<file path="config.mk">
export PLATFORM = sky130hd
export DESIGN_NAME = rpp_top
export DESIGN_NICKNAME = d
export VERILOG_FILES = /design/src/rpp_pkg.sv /design/src/rpp_class_sel.sv /design/src/rpp_axil_regs.sv /design/src/rpp_top.sv
export SDC_FILE = /design/constraint.sdc
export NUM_CORES = 1
export LEC_CHECK = 0
export BUFFER_PORTS_ARGS = -buffer_cell sky130_fd_sc_hd__buf_2
export CAP_MARGIN = 20
export CORE_MARGIN = 5
export CORE_UTILIZATION = 40
export CTS_CLUSTER_DIAMETER = 40
export CTS_CLUSTER_SIZE = 14
export DETAILED_ROUTE_END_ITERATION = 10
export HOLD_SLACK_MARGIN = 0.1
export SLEW_MARGIN = 30
export SYNTH_ARGS = -nofsm -noshare
export SYNTH_HDL_FRONTEND = slang
export SYNTH_HIERARCHICAL = 1
export SYNTH_SLANG_ARGS = --single-unit
</file>
<file path="constraint.sdc">
create_clock -name clk -period 3.3 [get_ports clk]
set_clock_uncertainty 0.1 [all_clocks]
set_input_delay 0.165 -clock clk [delete_from_list [all_inputs] [get_ports clk]]
set_output_delay 0.165 -clock clk [all_outputs]
set_load 0.03 [all_outputs]
</file>
<file path="src/rpp_pkg.sv">
/*
  package of the read prefetch policy block: register offsets, field positions,
  reset value, command codes, bus response codes and the sequencer state type.
  assumes nothing beyond a SystemVerilog compiler.
*/
package rpp_pkg;

  // register map (byte addresses)
  localparam logic [7:0]  RPP_OFF_POLICY       = 8'h4c;
  localparam logic [7:0]  RPP_OFF_STATUS       = 8'h50;
  localparam logic [31:0] RPP_POLICY_RESET     = 32'h00002c00;
  localparam logic [31:0] RPP_POLICY_WMASK     = 32'h00003ffc;

  // field positions in the policy register
  localparam int RPP_CPF_MRM_BIT = 13;
  localparam int RPP_INITIAL_PREFETCH_CNT_READ_MULTIPLE_LSB = 10;
  localparam int RPP_CPF_MRL_BIT = 9;
  localparam int RPP_INITIAL_PREFETCH_CNT_READ_LINE_LSB = 6;
  localparam int RPP_CPF_MR_BIT  = 5;
  localparam int RPP_INITIAL_PREFETCH_CNT_PLAIN_READ_LSB  = 2;
  localparam int RPP_IPF_W       = 3;

  // conventional pci read command codes
  localparam logic [3:0] RPP_CMD_MR  = 4'h6;
  localparam logic [3:0] RPP_CMD_MRL = 4'he;
  localparam logic [3:0] RPP_CMD_MRM = 4'hc;

  // axi responses
  localparam logic [1:0] RPP_RESP_OKAY   = 2'h0;
  localparam logic [1:0] RPP_RESP_SLVERR = 2'h2;

  // sequencer states, gray along idle -> first -> extra -> stream
  typedef enum logic [1:0] {
    RPP_IDLE   = 2'b00,
    RPP_FIRST  = 2'b01,
    RPP_EXTRA  = 2'b11,
    RPP_STREAM = 2'b10
  } rpp_state_e;

endpackage

</file>
<file path="src/rpp_class_sel.sv">
/*
  command class selector: picks the prefetch count and continuous enable that
  belong to the pci read command, and says whether the command qualifies.
  assumes a policy word laid out as in rpp_pkg; purely combinational.
*/
`timescale 1ns/1ps
module rpp_class_sel
  import rpp_pkg::*;
(
  // policy and command
  input  wire logic [31:0]          policy,
  input  wire logic [3:0]           cmd,
  // selected class
  output logic                      qualifies,
  output logic [RPP_IPF_W-1:0]      init_cnt,
  output logic                      cont_en
);

  wire logic is_mrm = (cmd == RPP_CMD_MRM);
  wire logic is_mrl = (cmd == RPP_CMD_MRL);
  wire logic is_mr  = (cmd == RPP_CMD_MR);

  assign qualifies = is_mrm | is_mrl | is_mr;
  assign init_cnt  = is_mrm ? policy[RPP_INITIAL_PREFETCH_CNT_READ_MULTIPLE_LSB +: RPP_IPF_W] :
                     is_mrl ? policy[RPP_INITIAL_PREFETCH_CNT_READ_LINE_LSB +: RPP_IPF_W] :
                     is_mr  ? policy[RPP_INITIAL_PREFETCH_CNT_PLAIN_READ_LSB  +: RPP_IPF_W] : '0;
  assign cont_en   = is_mrm ? policy[RPP_CPF_MRM_BIT] :
                     is_mrl ? policy[RPP_CPF_MRL_BIT] :
                     is_mr  ? policy[RPP_CPF_MR_BIT]  : 1'b0;

endmodule

</file>
<file path="src/rpp_axil_regs.sv">
/*
  axi4-lite slave holding the prefetch policy register and a read-only status
  word. assumes one outstanding write and one outstanding read per master.
*/
`timescale 1ns/1ps
module rpp_axil_regs
  import rpp_pkg::*;
(
  // clock and reset
  input  wire logic        clk,
  input  wire logic        arst_n,
  // write channels
  input  wire logic [7:0]  awaddr,
  input  wire logic        awvalid,
  output logic             awready,
  input  wire logic [31:0] wdata,
  input  wire logic [3:0]  wstrb,
  input  wire logic        wvalid,
  output logic             wready,
  output logic [1:0]       bresp,
  output logic             bvalid,
  input  wire logic        bready,
  // read channels
  input  wire logic [7:0]  araddr,
  input  wire logic        arvalid,
  output logic             arready,
  output logic [31:0]      rdata,
  output logic [1:0]       rresp,
  output logic             rvalid,
  input  wire logic        rready,
  // block side
  output logic [31:0]      policy,
  input  wire logic [31:0] status
);

  logic [7:0]  aw_reg;
  logic        aw_have_reg;
  logic [31:0] w_reg;
  logic [3:0]  ws_reg;
  logic        w_have_reg;
  logic [31:0] policy_reg;

  wire logic        aw_take  = awvalid & awready;
  wire logic        w_take   = wvalid & wready;
  wire logic        do_write = aw_have_reg & w_have_reg & ~bvalid;
  wire logic        wr_hit   = (aw_reg == RPP_OFF_POLICY);
  wire logic [31:0] bytemask = {{8{ws_reg[3]}}, {8{ws_reg[2]}}, {8{ws_reg[1]}}, {8{ws_reg[0]}}};
  wire logic [31:0] wmask    = bytemask & RPP_POLICY_WMASK;
  wire logic        rd_pol   = (araddr == RPP_OFF_POLICY);
  wire logic        rd_sts   = (araddr == RPP_OFF_STATUS);
  wire logic [31:0] rd_val   = rd_pol ? policy_reg : rd_sts ? status : 32'h00000000;

  assign policy  = policy_reg;

  always_ff @(posedge clk or negedge arst_n) begin
    if (!arst_n) begin
      aw_reg      <= 8'h00;
      aw_have_reg <= 1'b0;
      w_reg       <= 32'h00000000;
      ws_reg      <= 4'h0;
      w_have_reg  <= 1'b0;
      awready     <= 1'b1;
      wready      <= 1'b1;
      bvalid      <= 1'b0;
      bresp       <= RPP_RESP_OKAY;
      policy_reg  <= RPP_POLICY_RESET;
    end else begin
      if (aw_take) begin
        aw_reg      <= awaddr;
        aw_have_reg <= 1'b1;
        awready     <= 1'b0;
      end
      if (w_take) begin
        w_reg      <= wdata;
        ws_reg     <= wstrb;
        w_have_reg <= 1'b1;
        wready     <= 1'b0;
      end
      if (do_write) begin
        aw_have_reg <= 1'b0;
        w_have_reg  <= 1'b0;
        awready     <= 1'b1;
        wready      <= 1'b1;
        bvalid      <= 1'b1;
        bresp       <= (wr_hit || aw_reg == RPP_OFF_STATUS) ? RPP_RESP_OKAY : RPP_RESP_SLVERR;
        if (wr_hit) begin
          policy_reg <= (policy_reg & ~wmask) | (w_reg & wmask);
        end
      end else if (bvalid && bready) begin
        bvalid <= 1'b0;
      end
    end
  end

  always_ff @(posedge clk or negedge arst_n) begin
    if (!arst_n) begin
      rvalid  <= 1'b0;
      arready <= 1'b1;
      rdata   <= 32'h00000000;
      rresp   <= RPP_RESP_OKAY;
    end else if (arvalid && arready) begin
      rvalid  <= 1'b1;
      arready <= 1'b0;
      rdata  <= rd_val;
      rresp  <= (rd_pol || rd_sts) ? RPP_RESP_OKAY : RPP_RESP_SLVERR;
    end else if (rvalid && rready) begin
      rvalid  <= 1'b0;
      arready <= 1'b1;
    end
  end

endmodule

</file>
<file path="src/rpp_top.sv">
/*
  read prefetch policy of one pci bridge: on a qualifying master read it issues
  upstream line requests (partial first line, a programmed batch of extra lines,
  then one per line that starts transferring when continuous mode is set).
  assumes the request sink answers with req_ready, and the bridge front end
  reports a new read with rd_start and each line start with line_start.
*/
`timescale 1ns/1ps
module rpp_top
  import rpp_pkg::*;
#(
  parameter int ADDR_W = 32,
  parameter int LINE_W = 6
)
(
  // clock and reset
  input  wire logic              clk,
  input  wire logic              arst_n,
  // axi4-lite register bus
  input  wire logic [7:0]        s_awaddr,
  input  wire logic              s_awvalid,
  output logic                   s_awready,
  input  wire logic [31:0]       s_wdata,
  input  wire logic [3:0]        s_wstrb,
  input  wire logic              s_wvalid,
  output logic                   s_wready,
  output logic [1:0]             s_bresp,
  output logic                   s_bvalid,
  input  wire logic              s_bready,
  input  wire logic [7:0]        s_araddr,
  input  wire logic              s_arvalid,
  output logic                   s_arready,
  output logic [31:0]            s_rdata,
  output logic [1:0]             s_rresp,
  output logic                   s_rvalid,
  input  wire logic              s_rready,
  // bridge mode and pci master side
  input  wire logic              pcix_mode,
  input  wire logic              master_prefetch_enable_n,
  input  wire logic              rd_start,
  input  wire logic [3:0]        rd_cmd,
  input  wire logic [ADDR_W-1:0] rd_addr,
  input  wire logic              line_start,
  input  wire logic              rd_done,
  // upstream line requests
  output logic                   req_valid,
  input  wire logic              req_ready,
  output logic [ADDR_W-1:0]      req_addr,
  output logic [LINE_W:0]        req_bytes,
  output logic                   req_unrequested,
  output logic                   busy
);

  localparam logic [LINE_W:0] LINE_BYTES = (LINE_W+1)'(1) << LINE_W;

  logic [31:0]          policy;
  logic                 qualifies;
  logic [RPP_IPF_W-1:0] init_cnt;
  logic                 cont_en;

  rpp_state_e           state_reg;
  rpp_state_e           state_next;
  logic [RPP_IPF_W-1:0] extra_reg;
  logic                 cont_reg;
  logic [7:0]           credit_reg;
  logic [ADDR_W-1:0]    next_line_reg;
  logic [ADDR_W-1:0]    first_addr_reg;

  rpp_class_sel u_sel (
    .policy    (policy),
    .cmd       (rd_cmd),
    .qualifies (qualifies),
    .init_cnt  (init_cnt),
    .cont_en   (cont_en)
  );

  wire logic [31:0] status_word = {26'h0, cont_reg, extra_reg, state_reg};

  rpp_axil_regs u_regs (
    .clk     (clk),
    .arst_n  (arst_n),
    .awaddr  (s_awaddr),
    .awvalid (s_awvalid),
    .awready (s_awready),
    .wdata   (s_wdata),
    .wstrb   (s_wstrb),
    .wvalid  (s_wvalid),
    .wready  (s_wready),
    .bresp   (s_bresp),
    .bvalid  (s_bvalid),
    .bready  (s_bready),
    .araddr  (s_araddr),
    .arvalid (s_arvalid),
    .arready (s_arready),
    .rdata   (s_rdata),
    .rresp   (s_rresp),
    .rvalid  (s_rvalid),
    .rready  (s_rready),
    .policy  (policy),
    .status  (status_word)
  );

  // start only in conventional mode, with master enabled and a read command
  wire logic start_ok   = rd_start & ~pcix_mode & ~master_prefetch_enable_n & qualifies;
  wire logic idle       = (state_reg == RPP_IDLE);
  wire logic take       = req_valid & req_ready;
  wire logic [LINE_W-1:0] offs = rd_addr[LINE_W-1:0];
  wire logic [ADDR_W-1:0] line_base = {rd_addr[ADDR_W-1:LINE_W], {LINE_W{1'b0}}};
  wire logic [ADDR_W-1:0] line_step = ADDR_W'(LINE_BYTES);
  wire logic [LINE_W:0]   first_len = LINE_BYTES - (LINE_W+1)'(offs);
  wire logic credit_inc = (state_reg != RPP_IDLE) & cont_reg & line_start;
  wire logic credit_dec = (state_reg == RPP_STREAM) & take;
  wire logic credit_any = (credit_reg != 8'h00);
  wire logic abort      = rd_done | pcix_mode;

  always_comb begin
    state_next = state_reg;
    case (state_reg)
      RPP_IDLE: begin
        if (start_ok) state_next = RPP_FIRST;
      end
      RPP_FIRST: begin
        if (take) state_next = (extra_reg != '0) ? RPP_EXTRA : RPP_STREAM;
      end
      RPP_EXTRA: begin
        if (take && extra_reg == RPP_IPF_W'(1)) state_next = RPP_STREAM;
      end
      RPP_STREAM: begin
        state_next = RPP_STREAM;
      end
      default: state_next = RPP_IDLE;
    endcase
    // a new read wins over the end of the previous one only when the sequencer is idle
    if (abort && !req_valid && !(idle && start_ok)) state_next = RPP_IDLE;
  end

  always_ff @(posedge clk or negedge arst_n) begin
    if (!arst_n) begin
      state_reg <= RPP_IDLE;
    end else begin
      state_reg <= state_next;
    end
  end

  always_ff @(posedge clk or negedge arst_n) begin
    if (!arst_n) begin
      extra_reg      <= '0;
      cont_reg       <= 1'b0;
      next_line_reg  <= '0;
      first_addr_reg <= '0;
    end else if (idle && start_ok) begin
      extra_reg      <= init_cnt;
      cont_reg       <= cont_en;
      first_addr_reg <= rd_addr;
      next_line_reg  <= line_base + line_step;
    end else if (take && state_reg != RPP_FIRST) begin
      next_line_reg <= next_line_reg + line_step;
      if (state_reg == RPP_EXTRA) extra_reg <= extra_reg - RPP_IPF_W'(1);
    end
  end

  // credits for continuous mode; stays zero when disabled
  always_ff @(posedge clk or negedge arst_n) begin
    if (!arst_n) begin
      credit_reg <= 8'h00;
    end else if (idle) begin
      credit_reg <= 8'h00;
    end else if (credit_inc && !credit_dec && credit_reg != 8'hff) begin
      credit_reg <= credit_reg + 8'h01;
    end else if (credit_dec && !credit_inc) begin
      credit_reg <= credit_reg - 8'h01;
    end
  end

  // request launch: a pending request is held until req_ready
  wire logic launch_first  = idle & start_ok;
  wire logic launch_extra  = (state_next == RPP_EXTRA) & ~(req_valid & ~take);
  wire logic launch_stream = (state_next == RPP_STREAM) & ~abort &
                             ((credit_any & ~credit_dec) | (credit_reg > 8'h01) | credit_inc) &
                             ~(req_valid & ~take);
  wire logic launch_more   = (launch_extra | launch_stream) & ~launch_first &
                             (state_reg != RPP_IDLE) & (take | ~req_valid);

  always_ff @(posedge clk or negedge arst_n) begin
    if (!arst_n) begin
      req_valid       <= 1'b0;
      req_addr        <= '0;
      req_bytes       <= '0;
      req_unrequested <= 1'b0;
    end else if (launch_first) begin
      req_valid       <= 1'b1;
      req_addr        <= rd_addr;
      req_bytes       <= first_len;
      req_unrequested <= 1'b0;
    end else if (launch_more && (state_reg != RPP_EXTRA || extra_reg != RPP_IPF_W'(1) || !take ||
                 cont_reg)) begin
      req_valid       <= launch_extra | (credit_any | credit_inc);
      req_addr        <= take ? ((state_reg == RPP_FIRST) ? next_line_reg :
                                  next_line_reg + line_step) : next_line_reg;
      req_bytes       <= LINE_BYTES;
      req_unrequested <= 1'b1;
    end else if (take) begin
      req_valid <= 1'b0;
    end
  end

  always_ff @(posedge clk or negedge arst_n) begin
    if (!arst_n) begin
      busy <= 1'b0;
    end else begin
      busy <= (state_next != RPP_IDLE);
    end
  end
endmodule

</file>
==> report_table.html, run 1 <==
<table>
<tr><th>Metric</th><th>Value</th></tr>
<tr><th colspan="2">Clocking</th></tr>
<tr><td>Clock insertion delay at the later pin of the skew report</td><td>0.42 ns</td></tr>
<tr><td>Total CTS buffers</td><td>17</td></tr>
<tr><td>Clock Path Buffers</td><td>2</td></tr>
<tr><td>Clock Tree Root</td><td>clkbuf_16</td></tr>
<tr><td>Max H-tree Level</td><td>4</td></tr>
<tr><td>Total clock sinks</td><td>157</td></tr>
<tr><td>Number of buffers added for setup after CTS</td><td>0</td></tr>
<tr><td>Clock transition time at the flip-flop clock pins of the worst setup and hold paths</td><td>roughly 0.06 ns</td></tr>
<tr><td>TritonCTS clock tree</td><td>done</td></tr>
<tr><th colspan="2">Global route</th></tr>
<tr><td>Number of antenna violations at the first check in global routing</td><td>0</td></tr>
<tr><td>Global-route usage over all layers</td><td>0.1895</td></tr>
<tr><td>Via count of the first global-routing pass</td><td>between 6000 and 7000</td></tr>
<tr><td>Global-route wire length before repair</td><td>roughly 34000 um</td></tr>
<tr><td>Largest net degree at the start of global routing</td><td>between 60 and 70</td></tr>
<tr><td>Aggregate global routing overflow</td><td>0</td></tr>
<tr><th colspan="2">Place</th></tr>
<tr><td>Count of buffers from port buffering</td><td>roughly 160</td></tr>
<tr><td>Worst setup slack after placement</td><td>about 0.53 ns</td></tr>
<tr><td>Gp weighted congestion</td><td>roughly 0.8</td></tr>
<tr><td>HPWL after detailed placement</td><td>roughly 14000 um</td></tr>
<tr><th colspan="2">Timing</th></tr>
<tr><td>Setup violators final</td><td>0</td></tr>
<tr><td>Post-route setup TNS</td><td>0 ns</td></tr>
<tr><td>Max-slew headroom</td><td>0.5135</td></tr>
<tr><td>F_max</td><td>359.5 MHz</td></tr>
<tr><td>Part of the cycle the worst path needs</td><td>0.8430</td></tr>
<tr><td>Hold slack final</td><td>0.1394 ns</td></tr>
<tr><td>Period minus WS final</td><td>2.782 ns</td></tr>
<tr><td>Total count of hold-check failures in the final report</td><td>0</td></tr>
<tr><td>Final WS setup</td><td>a little over 0.5 ns</td></tr>
<tr><td>Final Slew Violations</td><td>0</td></tr>
<tr><td>Worst-Margin Slew</td><td>roughly 0.72 ns</td></tr>
<tr><td>Setup repair after global routing missed its margin</td><td>no</td></tr>
<tr><th colspan="2">Setup path</th></tr>
<tr><td>Length in cells of the worst reg-to-reg path</td><td>6</td></tr>
<tr><td>Reg-to-reg setup timing slack</td><td>0.56 ns</td></tr>
<tr><td>Worst reg2reg endpoint</td><td>req_valid</td></tr>
<tr><td>Crit path kind</td><td>in -&gt; reg</td></tr>
<tr><td>Maximum net fanout on the critical path</td><td>13</td></tr>
<tr><td>Required @ worst endpoint</td><td>about 3.5 ns</td></tr>
<tr><td>Data arrival time of the critical path</td><td>approximately 3 ns</td></tr>
<tr><td>Startpoint of the worst-slack reg-to-reg timing path</td><td>credit_reg[2]</td></tr>
<tr><td>Startpoint type of the worst setup path</td><td>primary input</td></tr>
<tr><td>Worst setup EP type</td><td>flip-flop</td></tr>
<tr><th colspan="2">Yosys</th></tr>
<tr><td>Mean instance size in the synthesized netlist</td><td>around 9.8 sq um</td></tr>
<tr><td>Yosys warning total</td><td>6</td></tr>
<tr><td>Cell area after synthesis</td><td>approximately 8000 sq um</td></tr>
<tr><td>Post-Syn Instances</td><td>roughly 810</td></tr>
<tr><th colspan="2">Pwr</th></tr>
<tr><td>Peak VDD IR</td><td>0.5349 mV</td></tr>
<tr><td>Leakage dissipation</td><td>4.722 nW</td></tr>
<tr><td>Power per unit of standard cell area</td><td>591.5 nW/um^2</td></tr>
<tr><th colspan="2">Floorplanning</th></tr>
<tr><td>Placeable Area</td><td>between 15000 and 20000 sq um</td></tr>
<tr><td>Starting utilization of the core area</td><td>0.4081</td></tr>
<tr><td>Floorplan die area</td><td>roughly 23000 sq um</td></tr>
<tr><td>Overall die height</td><td>about 150 um</td></tr>
<tr><td>Top-level I/O count</td><td>about 180</td></tr>
<tr><td>Horizontal die dimension</td><td>151.4 um</td></tr>
<tr><td>Number of placement rows</td><td>just over 50</td></tr>
<tr><th colspan="2">Outcome</th></tr>
<tr><td>Result of the run</td><td>completed</td></tr>
<tr><th colspan="2">Route</th></tr>
<tr><td>Final routed wirelength across all metal layers</td><td>between 20000 and 25000 um</td></tr>
<tr><td>DR WL/cell</td><td>15.80 um</td></tr>
<tr><td>Detailed-routing iteration count for the pre-antenna-repair pass</td><td>5</td></tr>
<tr><td>Number of remaining DRC errors</td><td>0</td></tr>
<tr><td>Initial DRC Count</td><td>379</td></tr>
<tr><td>Total number of vias</td><td>a little under 7000</td></tr>
<tr><td>Average vias per placed instance</td><td>slightly above 5</td></tr>
<tr><td>Detail Route Antenna Nets</td><td>0</td></tr>
<tr><th colspan="2">Hold path</th></tr>
<tr><td>Worst Hold Endpoint</td><td>cont_reg</td></tr>
<tr><td>Worst hold stages</td><td>5</td></tr>
<tr><td>Hold crit path type</td><td>in -&gt; reg</td></tr>
<tr><td>Origin of the worst min-delay path</td><td>rd_cmd[2]</td></tr>
<tr><th colspan="2">Finish</th></tr>
<tr><td>Ratio of cells with drive above 1 in the final layout</td><td>0.2465</td></tr>
<tr><td>Final nets</td><td>between 1000 and 1500</td></tr>
<tr><td>Utilization after layout</td><td>0.5359</td></tr>
<tr><td>Number of inserted diodes</td><td>0</td></tr>
<tr><td>Area added between synthesis and finish</td><td>31.31%</td></tr>
<tr><th colspan="2">Run</th></tr>
<tr><td>Max_cap viols</td><td>0</td></tr>
</table>
[layer usage]
| layer | share of wire | up-vias | global-route usage |
|---|---|---|---|
| li1 | - | 3361 | - |
| met2 | 0.49 | 146 | 0.3127 |
| met4 | 0.0099 | 0 | 0.05213 |
| met1 | 0.46 | 3337 | 0.2539 |
| met5 | 0 | - | 0 |
| met3 | 0.045 | 16 | 0.03890 |
[power breakdown]
group          switching (W)  internal [W]  total, W  leakage, nW
clock network       0.000814       0.00130   0.00211        0.303
registers           0.000286       0.00235   0.00263         2.00
logic               0.000858      0.000605   0.00146         2.42
total                0.00196       0.00425   0.00621         4.72
[stage by stage]
step | cell area [sq um] | instances | power, W
2_1_floorplan | 8093 | 839 | 0.003595
6_report | 10500 | 1336 | 0.006210
3_5_place_dp | 9188 | 1236 | 0.004070
3_3_place_gp | 9179 | 1236 | 0.004032
4_1_cts | 10500 | 1336 | 0.006278
5_1_grt | 10500 | 1336 | 0.006552
[repair_timing]
action / CTS / global route
hold buffers: 68 / 0
hold endpoints to repair: 156 / 0
gates resized for setup: 0 / 0
[worst max-delay path: stages]
cell and delay, ns:
dlygate4sd3_1 0.55, buf_2 0.17, nor2_1 0.11, nor2_1 0.09
nor4bb_1 0.16, buf_4 0.15, and2_2 0.21, o31ai_4 0.64
nand3_1 0.42, o22a_1 0.32
[placed cells by master, fill, tap and decap left out, types with 7 or more instances in the layout]
cell	n
nand2_1	125
xnor2_1	22
nand4_1	38
nand3_1	25
clkbuf_16	17
conb_1	28
or3_1	7
buf_4	15
a22oi_1	12
ha_1	10
nor3_1	25
xor2_1	28
inv_1	31
dlygate4sd3_1	68
dfrtp_1	151
o211ai_1	20
mux2i_1	19
nor2_1	31
mux2_2	34
buf_2	158
a21oi_1	25
nor4_1	13
o21ai_0	52
o21a_1	7
[worst max-delay path by stage]
stage                  startpoint           end  slack [ns]  cells after the start
floorplan               req_valid  req_addr[20]        0.82                      8
global placement    credit_reg[2]     req_valid        0.56                      6
detailed placement      rd_cmd[0]     req_valid        0.53                      9
CTS                     rd_cmd[3]     req_valid        0.49                     10
global route            rd_cmd[3]     req_valid        0.35                     10
finish                  rd_cmd[3]     req_valid        0.52                     10
[area by class of cell]
class | instances | area (sq um)
timing repair buffer | 243 | 1615
fill | 1818 | 9091
clock buffer | 21 | 450.4
sequential | 157 | 3936
tap | 265 | 331.6
inverter | 31 | 116.4
multi-input combinational | 608 | 3869
clock inverter | 11 | 180.2
Power figures use the tool's default switching activity.
==> run 2, diff against run 1 <==
clock period = 2.8 ns   (was 3.3 ns; I/O delays follow)
==> run 2 against run 1 <==
Against the previous run:
- power increased by 15%
- final area increased by 0.17%
- critical path depth decreased by 5
- worst hold slack got worse by 0.029 ns
- die area unchanged
- non-clock buffer count increased by 7
- register-to-register slack got worse by 0.34 ns
- first-iteration DRC count decreased by 4.0%
- highest routed layer unchanged
- sequential share of layout area decreased by 0.062 points
- critical path type is now reg -> reg
- count of clock-buffer cells in the layout decreased by 1
- utilization increased by 0.089 points
==> report_table.html, run 2 (same netlist as run 1, synthesis figures left out) <==
<table>
<tr><th>Metric</th><th>Value</th></tr>
<tr><th colspan="2">Route</th></tr>
<tr><td>Detail Route Antenna Nets</td><td>0 (unchanged)</td></tr>
<tr><td>Final routed wirelength across all metal layers</td><td>21280 um (was 21120 um)</td></tr>
<tr><td>Initial DRC Count</td><td>364 (was 379)</td></tr>
<tr><td>Detailed-routing iteration count for the pre-antenna-repair pass</td><td>5 (unchanged)</td></tr>
<tr><td>Average vias per placed instance</td><td>5.118 (was 5.135)</td></tr>
<tr><td>DR WL/cell</td><td>15.84 um (was 15.80 um)</td></tr>
<tr><td>Number of remaining DRC errors</td><td>0 (unchanged)</td></tr>
<tr><td>Total number of vias</td><td>6874 (was 6860)</td></tr>
<tr><th colspan="2">Hold path</th></tr>
<tr><td>Origin of the worst min-delay path</td><td>rd_cmd[2] (unchanged)</td></tr>
<tr><td>Worst Hold Endpoint</td><td>cont_reg (unchanged)</td></tr>
<tr><td>Worst hold stages</td><td>5 (unchanged)</td></tr>
<tr><td>Hold crit path type</td><td>in -&gt; reg (unchanged)</td></tr>
<tr><th colspan="2">Finish</th></tr>
<tr><td>Most common cell after layout, fill and taps aside</td><td>buf_2 (unchanged)</td></tr>
<tr><td>Number of inserted diodes</td><td>0 (unchanged)</td></tr>
<tr><td>Final nets</td><td>1176 (was 1169)</td></tr>
<tr><td>Ratio of cells with drive above 1 in the final layout</td><td>0.2514 (was 0.2465)</td></tr>
<tr><td>Area added between synthesis and finish</td><td>31.53% (was 31.31%)</td></tr>
<tr><td>Commonest cells after routing, fill and taps aside</td><td>buf_2 (158), dfrtp_1 (151), nand2_1 (126) (was buf_2 (158), dfrtp_1 (151), nand2_1 (125))</td></tr>
<tr><td>Post-route insts no fill</td><td>1343 (was 1336)</td></tr>
<tr><td>Number of fillers in the final layout</td><td>1813 (was 1818)</td></tr>
<tr><td>Reg area</td><td>3936 sq um (unchanged)</td></tr>
<tr><td>Multi-input logic area</td><td>3866 sq um (was 3869 sq um)</td></tr>
<tr><th colspan="2">Place</th></tr>
<tr><td>Total placed cells including tap cells</td><td>1243 (was 1236)</td></tr>
<tr><td>HPWL after detailed placement</td><td>14570 um (was 14310 um)</td></tr>
<tr><td>Count of buffers from port buffering</td><td>159 (unchanged)</td></tr>
<tr><td>Gp weighted congestion</td><td>0.8189 (was 0.8120)</td></tr>
<tr><th colspan="2">Timing</th></tr>
<tr><td>Total count of hold-check failures in the final report</td><td>0 (unchanged)</td></tr>
<tr><td>Period minus WS final</td><td>~2.6 ns</td></tr>
<tr><td>Part of the cycle the worst path needs</td><td>0.9218</td></tr>
<tr><td>Setup violators final</td><td>0 (unchanged)</td></tr>
<tr><td>Setup repair after global routing missed its margin</td><td>no (unchanged)</td></tr>
<tr><td>Worst-Margin Slew</td><td>0.9415 ns (was 0.7238 ns)</td></tr>
<tr><td>Final Slew Violations</td><td>0 (unchanged)</td></tr>
<tr><td>Post-route setup TNS</td><td>0 ns (unchanged)</td></tr>
<tr><td>Max-slew headroom</td><td>0.3671 (was 0.5135)</td></tr>
<tr><td>F_max</td><td>387.5 MHz</td></tr>
<tr><th colspan="2">Setup path</th></tr>
<tr><td>Cell at the slowest stage of the critical path</td><td>or4_4 (was o31ai_4)</td></tr>
<tr><td>Cell breakdown of the critical path</td><td>or4_4, a2111o_1, o211ai_4, and2_4, o221ai_1 (was dlygate4sd3_1, buf_2, nor2_1, nor2_1, nor4bb_1, buf_4, and2_2, o31ai_4, nand3_1, o22a_1)</td></tr>
<tr><td>Required @ worst endpoint</td><td>2.97 ns (was 3.51 ns)</td></tr>
<tr><td>Maximum net fanout on the critical path</td><td>29 (was 13)</td></tr>
<tr><td>Slowest stage delay, CP</td><td>0.58 ns (was 0.64 ns)</td></tr>
<tr><td>Worst reg2reg endpoint</td><td>req_addr[17] (was req_valid)</td></tr>
<tr><td>Data arrival time of the critical path</td><td>2.75 ns (was 2.99 ns)</td></tr>
<tr><td>Family of cells with the greatest summed delay on the critical path</td><td>simple AND/OR/NAND/NOR gates (unchanged)</td></tr>
<tr><td>Reg-to-reg setup timing slack</td><td>0.22 ns (was 0.56 ns)</td></tr>
<tr><td>Length in cells of the worst reg-to-reg path</td><td>5 (was 6)</td></tr>
<tr><td>Stages on the worst setup path</td><td>5 (was 10)</td></tr>
<tr><td>Startpoint of the worst-slack reg-to-reg timing path</td><td>credit_reg[4] (was credit_reg[2])</td></tr>
<tr><td>Crit path kind</td><td>reg -&gt; reg (was in -&gt; reg)</td></tr>
<tr><td>Startpoint type of the worst setup path</td><td>flip-flop (was primary input)</td></tr>
<tr><td>Worst setup EP type</td><td>flip-flop (unchanged)</td></tr>
<tr><td>Total buffers and inverters traversed by the critical path</td><td>0 (was 3)</td></tr>
<tr><th colspan="2">Floorplanning</th></tr>
<tr><td>Overall die height</td><td>151.4 um (unchanged)</td></tr>
<tr><td>Placeable Area</td><td>19590 sq um (unchanged)</td></tr>
<tr><td>Floorplan die area</td><td>22920 sq um (unchanged)</td></tr>
<tr><td>Horizontal die dimension</td><td>151.4 um (unchanged)</td></tr>
<tr><td>Top-level I/O count</td><td>184 (unchanged)</td></tr>
<tr><td>Starting utilization of the core area</td><td>0.4081 (unchanged)</td></tr>
<tr><td>Number of placement rows</td><td>51 (unchanged)</td></tr>
<tr><th colspan="2">Clocking</th></tr>
<tr><td>Total clock sinks</td><td>157 (unchanged)</td></tr>
<tr><td>Count of instances resized after the clock tree is built</td><td>0 (unchanged)</td></tr>
<tr><td>Total CTS buffers</td><td>17 (unchanged)</td></tr>
<tr><td>Clock Path Buffers</td><td>2 (unchanged)</td></tr>
<tr><td>TritonCTS clock tree</td><td>done (unchanged)</td></tr>
<tr><td>Number of buffers added to fix hold violations after cts</td><td>68 (unchanged)</td></tr>
<tr><td>Clock insertion delay at the later pin of the skew report</td><td>0.42 ns (about the same)</td></tr>
<tr><td>Max H-tree Level</td><td>4 (unchanged)</td></tr>
<tr><td>Clock Tree Root</td><td>clkbuf_16 (unchanged)</td></tr>
<tr><td>Clock transition time at the flip-flop clock pins of the worst setup and hold paths</td><td>0.06 ns (about the same)</td></tr>
<tr><td>Number of buffers added for setup after CTS</td><td>0 (unchanged)</td></tr>
<tr><th colspan="2">Global route</th></tr>
<tr><td>Number of antenna violations at the first check in global routing</td><td>0 (unchanged)</td></tr>
<tr><td>Global-route usage over all layers</td><td>0.1929 (was 0.1895)</td></tr>
<tr><td>Via count of the first global-routing pass</td><td>7079 (was 6810)</td></tr>
<tr><td>Largest net degree at the start of global routing</td><td>56 (was 64)</td></tr>
<tr><td>Global-route wire length before repair</td><td>35270 um (was 34460 um)</td></tr>
<tr><td>Aggregate global routing overflow</td><td>0 (unchanged)</td></tr>
<tr><th colspan="2">Outcome</th></tr>
<tr><td>Result of the run</td><td>completed (unchanged)</td></tr>
<tr><th colspan="2">Pwr</th></tr>
<tr><td>Power per unit of standard cell area</td><td>676.5 nW/um^2 (was 591.5 nW/um^2)</td></tr>
<tr><td>Peak VDD IR</td><td>0.4026 mV (was 0.5349 mV)</td></tr>
<tr><td>Leakage dissipation</td><td>4.742 nW (was 4.722 nW)</td></tr>
<tr><th colspan="2">Run</th></tr>
<tr><td>Max_cap viols</td><td>0 (unchanged)</td></tr>
</table>
==> run 2: worst register-to-register path, stage by stage (launching register included) <==
cell and delay [ns]:
dfrtp_1 0.43, or4_4 0.58, a2111o_1 0.44, o211ai_4 0.24
and2_4 0.43, o221ai_1 0.22
==> run 2: how the worst max path moves through the flow <==
stage	endpoint	slack (ns)	from
floorplan	req_addr[20]	0.32	req_valid
global placement	req_addr[22]	0.27	credit_reg[4]
detailed placement	req_addr[17]	0.22	credit_reg[4]
CTS	req_addr[17]	0.21	credit_reg[4]
global route	req_addr[17]	0.12	credit_reg[4]
finish	req_addr[17]	0.22	credit_reg[4]
==> run 2: cell type report <==
| type | count | share of cell area |
|---|---|---|
| Sequential cell | 157 | 0.3743 |
| Multi-Input combinational cell | 608 | 0.3676 |
| Timing Repair Buffer | 250 | 0.1610 |
| Clock buffer | 20 | 0.04247 |
| Tap cell | 265 | 0.03153 |
| Clock inverter | 12 | 0.01202 |
| Inverter | 31 | 0.01106 |
==> run 2: per-layer routing <==
layer	track usage	share of wire	vias to the layer above
met5	0	0	-
met4	0.06437	0.017	0
met3	0.03800	0.046	27
met2	0.3092	0.47	156
met1	0.2626	0.46	3304
li1	-	-	3387
==> run 2: where the power goes <==
group          switching, W  total, W  internal, W  leakage [nW]
Combinational       0.00101   0.00173     0.000719          2.46
Clock               0.00100   0.00228      0.00128         0.280
Sequential         0.000344   0.00311      0.00276          2.00
==> run 2: stage by stage <==
step | setup slack [ns] | hold slack [ns] | util | power (W) | cell area (sq um)
2_1_floorplan | 0.3156 | -0.2556 | - | 0.004237 | 8093
3_3_place_gp | 0.2719 | 0.04007 | 0.4725 | 0.004763 | 9256
3_5_place_dp | 0.2207 | 0.04114 | 0.4725 | 0.004808 | 9256
4_1_cts | 0.2150 | 0.1028 | 0.5365 | 0.007200 | 10510
5_1_grt | 0.1165 | 0.1450 | 0.5368 | 0.007509 | 10520
6_report | 0.2191 | 0.1107 | 0.5368 | 0.007115 | 10520
==> run 3, diff against run 2 <==
CORE_UTILIZATION = 45   (was 40)
PLACE_DENSITY = 0.68   (was default)
RECOVER_POWER = 100   (was default)
==> run 3 against run 2 <==
Against the previous run:
- the run now ends with capacitance limit, slew limit left
- die area shrank 10%
- utilization grew 5.6 points
- first-iteration DRC count grew 17%
- combinational power shrank 5%
- via count grew 1.1%
- worst hold slack gained 0.027 ns
- power shrank 2.2%
- register-to-register slack lost 0.04 ns
- largest cell class unchanged
- sequential share of layout area grew 0.83 points
- cell count shrank 3.0%
- sequential power is essentially flat
- critical path type is now in -> reg
==> report_table.html, run 3 (same netlist as run 1, synthesis figures left out) <==
<table>
<tr><th>Metric</th><th>Value</th></tr>
<tr><th colspan="2">Outcome</th></tr>
<tr><td>Result of the run</td><td>complete, but fails checks (was completed)</td></tr>
<tr><td>Violations in the final reports</td><td>capacitance limit, slew limit</td></tr>
<tr><th colspan="2">Setup path</th></tr>
<tr><td>Cell breakdown of the critical path</td><td>dlygate4sd3_1, buf_2, nor2_1, nor2_1, nor4bb_1, and2_0, o31ai_4, and2_4, o221ai_1 (was or4_4, a2111o_1, o211ai_4, and2_4, o221ai_1)</td></tr>
<tr><td>Total buffers and inverters traversed by the critical path</td><td>2 (was 0)</td></tr>
<tr><td>Stages on the worst setup path</td><td>9 (was 5)</td></tr>
<tr><td>Crit path kind</td><td>in -&gt; reg (was reg -&gt; reg)</td></tr>
<tr><td>Cell at the slowest stage of the critical path</td><td>o31ai_4 (was or4_4)</td></tr>
<tr><td>Most frequent cell on the critical path</td><td>nor2_1</td></tr>
<tr><td>Startpoint type of the worst setup path</td><td>primary input (was flip-flop)</td></tr>
<tr><td>Length in cells of the worst reg-to-reg path</td><td>5 (unchanged)</td></tr>
<tr><td>Family of cells with the greatest summed delay on the critical path</td><td>simple AND/OR/NAND/NOR gates (unchanged)</td></tr>
<tr><td>Maximum net fanout on the critical path</td><td>29 (unchanged)</td></tr>
<tr><td>Source of the critical timing path</td><td>rd_cmd[3] (was credit_reg[4])</td></tr>
<tr><td>Required @ worst endpoint</td><td>2.97 ns (about the same)</td></tr>
<tr><td>Slowest stage delay, CP</td><td>0.67 ns (was 0.58 ns)</td></tr>
<tr><td>Reg-to-reg setup timing slack</td><td>0.18 ns (was 0.22 ns)</td></tr>
<tr><td>Startpoint of the worst-slack reg-to-reg timing path</td><td>credit_reg[4] (unchanged)</td></tr>
<tr><td>Worst reg2reg endpoint</td><td>req_addr[30] (was req_addr[17])</td></tr>
<tr><td>Worst setup EP type</td><td>flip-flop (unchanged)</td></tr>
<tr><td>Data arrival time of the critical path</td><td>2.81 ns (was 2.75 ns)</td></tr>
<tr><th colspan="2">Pwr</th></tr>
<tr><td>Combinational cell fraction of total power</td><td>0.238 (was 0.243)</td></tr>
<tr><td>Sw Share</td><td>0.3312 (was 0.3311)</td></tr>
<tr><td>Power per unit of standard cell area</td><td>676.4 nW/um^2 (was 676.5 nW/um^2)</td></tr>
<tr><td>Net load switching power</td><td>0.002304 W (was 0.002356 W)</td></tr>
<tr><td>Sequential power share</td><td>0.447 (was 0.437)</td></tr>
<tr><td>Total internal power</td><td>0.004654 W (was 0.004759 W)</td></tr>
<tr><td>Peak VDD IR</td><td>0.4200 mV (was 0.4026 mV)</td></tr>
<tr><td>Leakage dissipation</td><td>4.388 nW (was 4.742 nW)</td></tr>
<tr><td>Clock share of power</td><td>0.316 (was 0.320)</td></tr>
<tr><th colspan="2">Clocking</th></tr>
<tr><td>Clock Path Buffers</td><td>2 (unchanged)</td></tr>
<tr><td>Clock Tree Root</td><td>clkbuf_16 (unchanged)</td></tr>
<tr><td>Max H-tree Level</td><td>4 (unchanged)</td></tr>
<tr><td>Total clock sinks</td><td>157 (unchanged)</td></tr>
<tr><td>Number of buffers added for setup after CTS</td><td>0 (unchanged)</td></tr>
<tr><td>Total CTS buffers</td><td>17 (unchanged)</td></tr>
<tr><td>TritonCTS clock tree</td><td>done (unchanged)</td></tr>
<tr><td>Clock insertion delay at the later pin of the skew report</td><td>0.42 ns (about the same)</td></tr>
<tr><td>Clock transition time at the flip-flop clock pins of the worst setup and hold paths</td><td>0.06 ns (about the same)</td></tr>
<tr><th colspan="2">Route</th></tr>
<tr><td>Met3 layer wire length in the routed design</td><td>1070 um (was 986 um)</td></tr>
<tr><td>Number of remaining DRC errors</td><td>0 (unchanged)</td></tr>
<tr><td>Detailed-routing iteration count for the pre-antenna-repair pass</td><td>4 (was 5)</td></tr>
<tr><td>Final routed wirelength across all metal layers</td><td>20810 um (was 21280 um)</td></tr>
<tr><td>Met2 wire length</td><td>10160 um (was 10080 um)</td></tr>
<tr><td>Detail Route Antenna Nets</td><td>0 (unchanged)</td></tr>
<tr><td>DR WL/cell</td><td>15.97 um (was 15.84 um)</td></tr>
<tr><td>Initial DRC Count</td><td>427 (was 364)</td></tr>
<tr><td>Highest metal layer with signal wires</td><td>met4 (unchanged)</td></tr>
<tr><td>Routed length on met1</td><td>9087 um (was 9845 um)</td></tr>
<tr><td>Total number of vias</td><td>6952 (was 6874)</td></tr>
<tr><td>Average vias per placed instance</td><td>5.335 (was 5.118)</td></tr>
<tr><th colspan="2">Floorplanning</th></tr>
<tr><td>Number of placement rows</td><td>48 (was 51)</td></tr>
<tr><td>Placeable Area</td><td>17360 sq um (was 19590 sq um)</td></tr>
<tr><td>Top-level I/O count</td><td>184 (unchanged)</td></tr>
<tr><td>Horizontal die dimension</td><td>143.3 um (was 151.4 um)</td></tr>
<tr><td>Starting utilization of the core area</td><td>0.4606 (was 0.4081)</td></tr>
<tr><td>Floorplan die area</td><td>20530 sq um (was 22920 sq um)</td></tr>
<tr><td>Overall die height</td><td>143.3 um (was 151.4 um)</td></tr>
<tr><th colspan="2">Hold path</th></tr>
<tr><td>Hold crit path type</td><td>in -&gt; reg (unchanged)</td></tr>
<tr><td>Worst hold stages</td><td>5 (unchanged)</td></tr>
<tr><td>Origin of the worst min-delay path</td><td>rd_cmd[2] (unchanged)</td></tr>
<tr><td>Worst Hold Endpoint</td><td>extra_reg[0] (was cont_reg)</td></tr>
<tr><th colspan="2">Timing</th></tr>
<tr><td>F_max</td><td>379.5 MHz (was 387.5 MHz)</td></tr>
<tr><td>Period minus WS final</td><td>2.635 ns (was 2.581 ns)</td></tr>
<tr><td>Worst-Margin Slew</td><td>1.609 ns (was 0.9415 ns)</td></tr>
<tr><td>Max-slew headroom</td><td>-0.07246 (was 0.3671)</td></tr>
<tr><td>Setup violators final</td><td>0 (unchanged)</td></tr>
<tr><td>Part of the cycle the worst path needs</td><td>0.9411 (was 0.9218)</td></tr>
<tr><td>Total count of hold-check failures in the final report</td><td>0 (unchanged)</td></tr>
<tr><td>Post-route setup TNS</td><td>0 ns (unchanged)</td></tr>
<tr><td>Setup repair after global routing missed its margin</td><td>no (unchanged)</td></tr>
<tr><td>Final Slew Violations</td><td>63 (was 0)</td></tr>
<tr><th colspan="2">Place</th></tr>
<tr><td>Total placed cells including tap cells</td><td>1201 (was 1243)</td></tr>
<tr><td>HPWL after detailed placement</td><td>14270 um (was 14570 um)</td></tr>
<tr><td>Gp weighted congestion</td><td>0.8386 (was 0.8189)</td></tr>
<tr><td>Count of buffers from port buffering</td><td>159 (unchanged)</td></tr>
<tr><th colspan="2">Run</th></tr>
<tr><td>Max_cap viols</td><td>1 (was 0)</td></tr>
<tr><th colspan="2">Global route</th></tr>
<tr><td>Global-route wire length before repair</td><td>34410 um (was 35270 um)</td></tr>
<tr><td>Largest net degree at the start of global routing</td><td>64 (was 56)</td></tr>
<tr><td>Via count of the first global-routing pass</td><td>6872 (was 7079)</td></tr>
<tr><td>Aggregate global routing overflow</td><td>0 (unchanged)</td></tr>
<tr><td>Global-route usage over all layers</td><td>0.2095 (was 0.1929)</td></tr>
<tr><td>Number of antenna violations at the first check in global routing</td><td>0 (unchanged)</td></tr>
<tr><th colspan="2">Finish</th></tr>
<tr><td>Most common cell after layout, fill and taps aside</td><td>dfrtp_1 (was buf_2)</td></tr>
<tr><td>Ratio of cells with drive above 1 in the final layout</td><td>0.1651 (was 0.2514)</td></tr>
<tr><td>Utilization after layout</td><td>0.5927 (was 0.5368)</td></tr>
<tr><td>Number of inserted diodes</td><td>0 (unchanged)</td></tr>
<tr><td>Commonest cells after routing, fill and taps aside</td><td>dfrtp_1 (151), nand2_1 (126), clkbuf_1 (84) (was buf_2 (158), dfrtp_1 (151), nand2_1 (126))</td></tr>
<tr><td>Number of fillers in the final layout</td><td>1526 (was 1813)</td></tr>
<tr><td>Final nets</td><td>1177 (was 1176)</td></tr>
<tr><td>Area added between synthesis and finish</td><td>28.67% (was 31.53%)</td></tr>
<tr><td>Post-route insts no fill</td><td>1303 (was 1343)</td></tr>
</table>
-- run 3: worst max path at each step --
| stage | endpoint | slack, ns |
|---|---|---|
| global route | req_valid | 0.003 |
| global placement | req_unrequested | 0.21 |
| floorplan | req_addr[20] | 0.32 |
| detailed placement | req_valid | 0.23 |
| CTS | req_addr[17] | 0.18 |
| finish | req_addr[30] | 0.16 |
-- run 3: power by group through the flow --
stage	Clock, W	Sequential (W)	Combinational (W)
2_1_floorplan	0	0.00340	0.000837
3_3_place_gp	0	0.00312	0.00163
3_5_place_dp	0	0.00313	0.00166
4_1_cts	0.00225	0.00310	0.00175
5_1_grt	0.00237	0.00318	0.00183
6_report	0.00220	0.00311	0.00165
-- run 3: worst reg2reg max path, cell delays in order, from the launching register on --
cell      delay (ns)
dfrtp_1         0.42
or4_4           0.58
a2111o_1        0.41
o211ai_2        0.30
and2_4          0.46
o221ai_1        0.21
-- run 3: layout make-up --
cell class              count  area (sq um)  area share
multi-input cells         608          3830      0.3723
clock buffers              17         425.4     0.04135
well taps                 225         281.5     0.02737
flip-flops and latches    157          3936      0.3826
clock inverters            14         136.4     0.01326
inverters                  31         116.4     0.01131
repair buffers            251          1562      0.1518
-- run 3: timing repair --
item,4_1_cts,5_1_grt
hold buffers,71,0
setup endpoints to repair,0,1
hold endpoints to repair,200,0
resized for setup,0,1
-- run 3: per-stage QoR --
| step | total power (W) | worst slack [ns] | hold WS, ns | area [sq um] |
|---|---|---|---|---|
| CTS | 0.007098 | 0.1801 | 0.1150 | 10470 |
| detailed placement | 0.004795 | 0.2259 | 0.07752 | 9198 |
| finish | 0.006959 | 0.1649 | 0.1379 | 10290 |
| global route | 0.007375 | 0.003486 | 0.1890 | 10290 |
| floorplan | 0.004237 | 0.3156 | -0.2556 | 8093 |
| global placement | 0.004753 | 0.2098 | 0.07924 | 9191 |
-- run 3: layer usage --
layer / GRT usage / vias to the layer above
met5: 0 / -
met4: 0.07284 / 0
met3: 0.04326 / 38
met2: 0.3487 / 191
met1: 0.2741 / 3340
li1: - / 3383
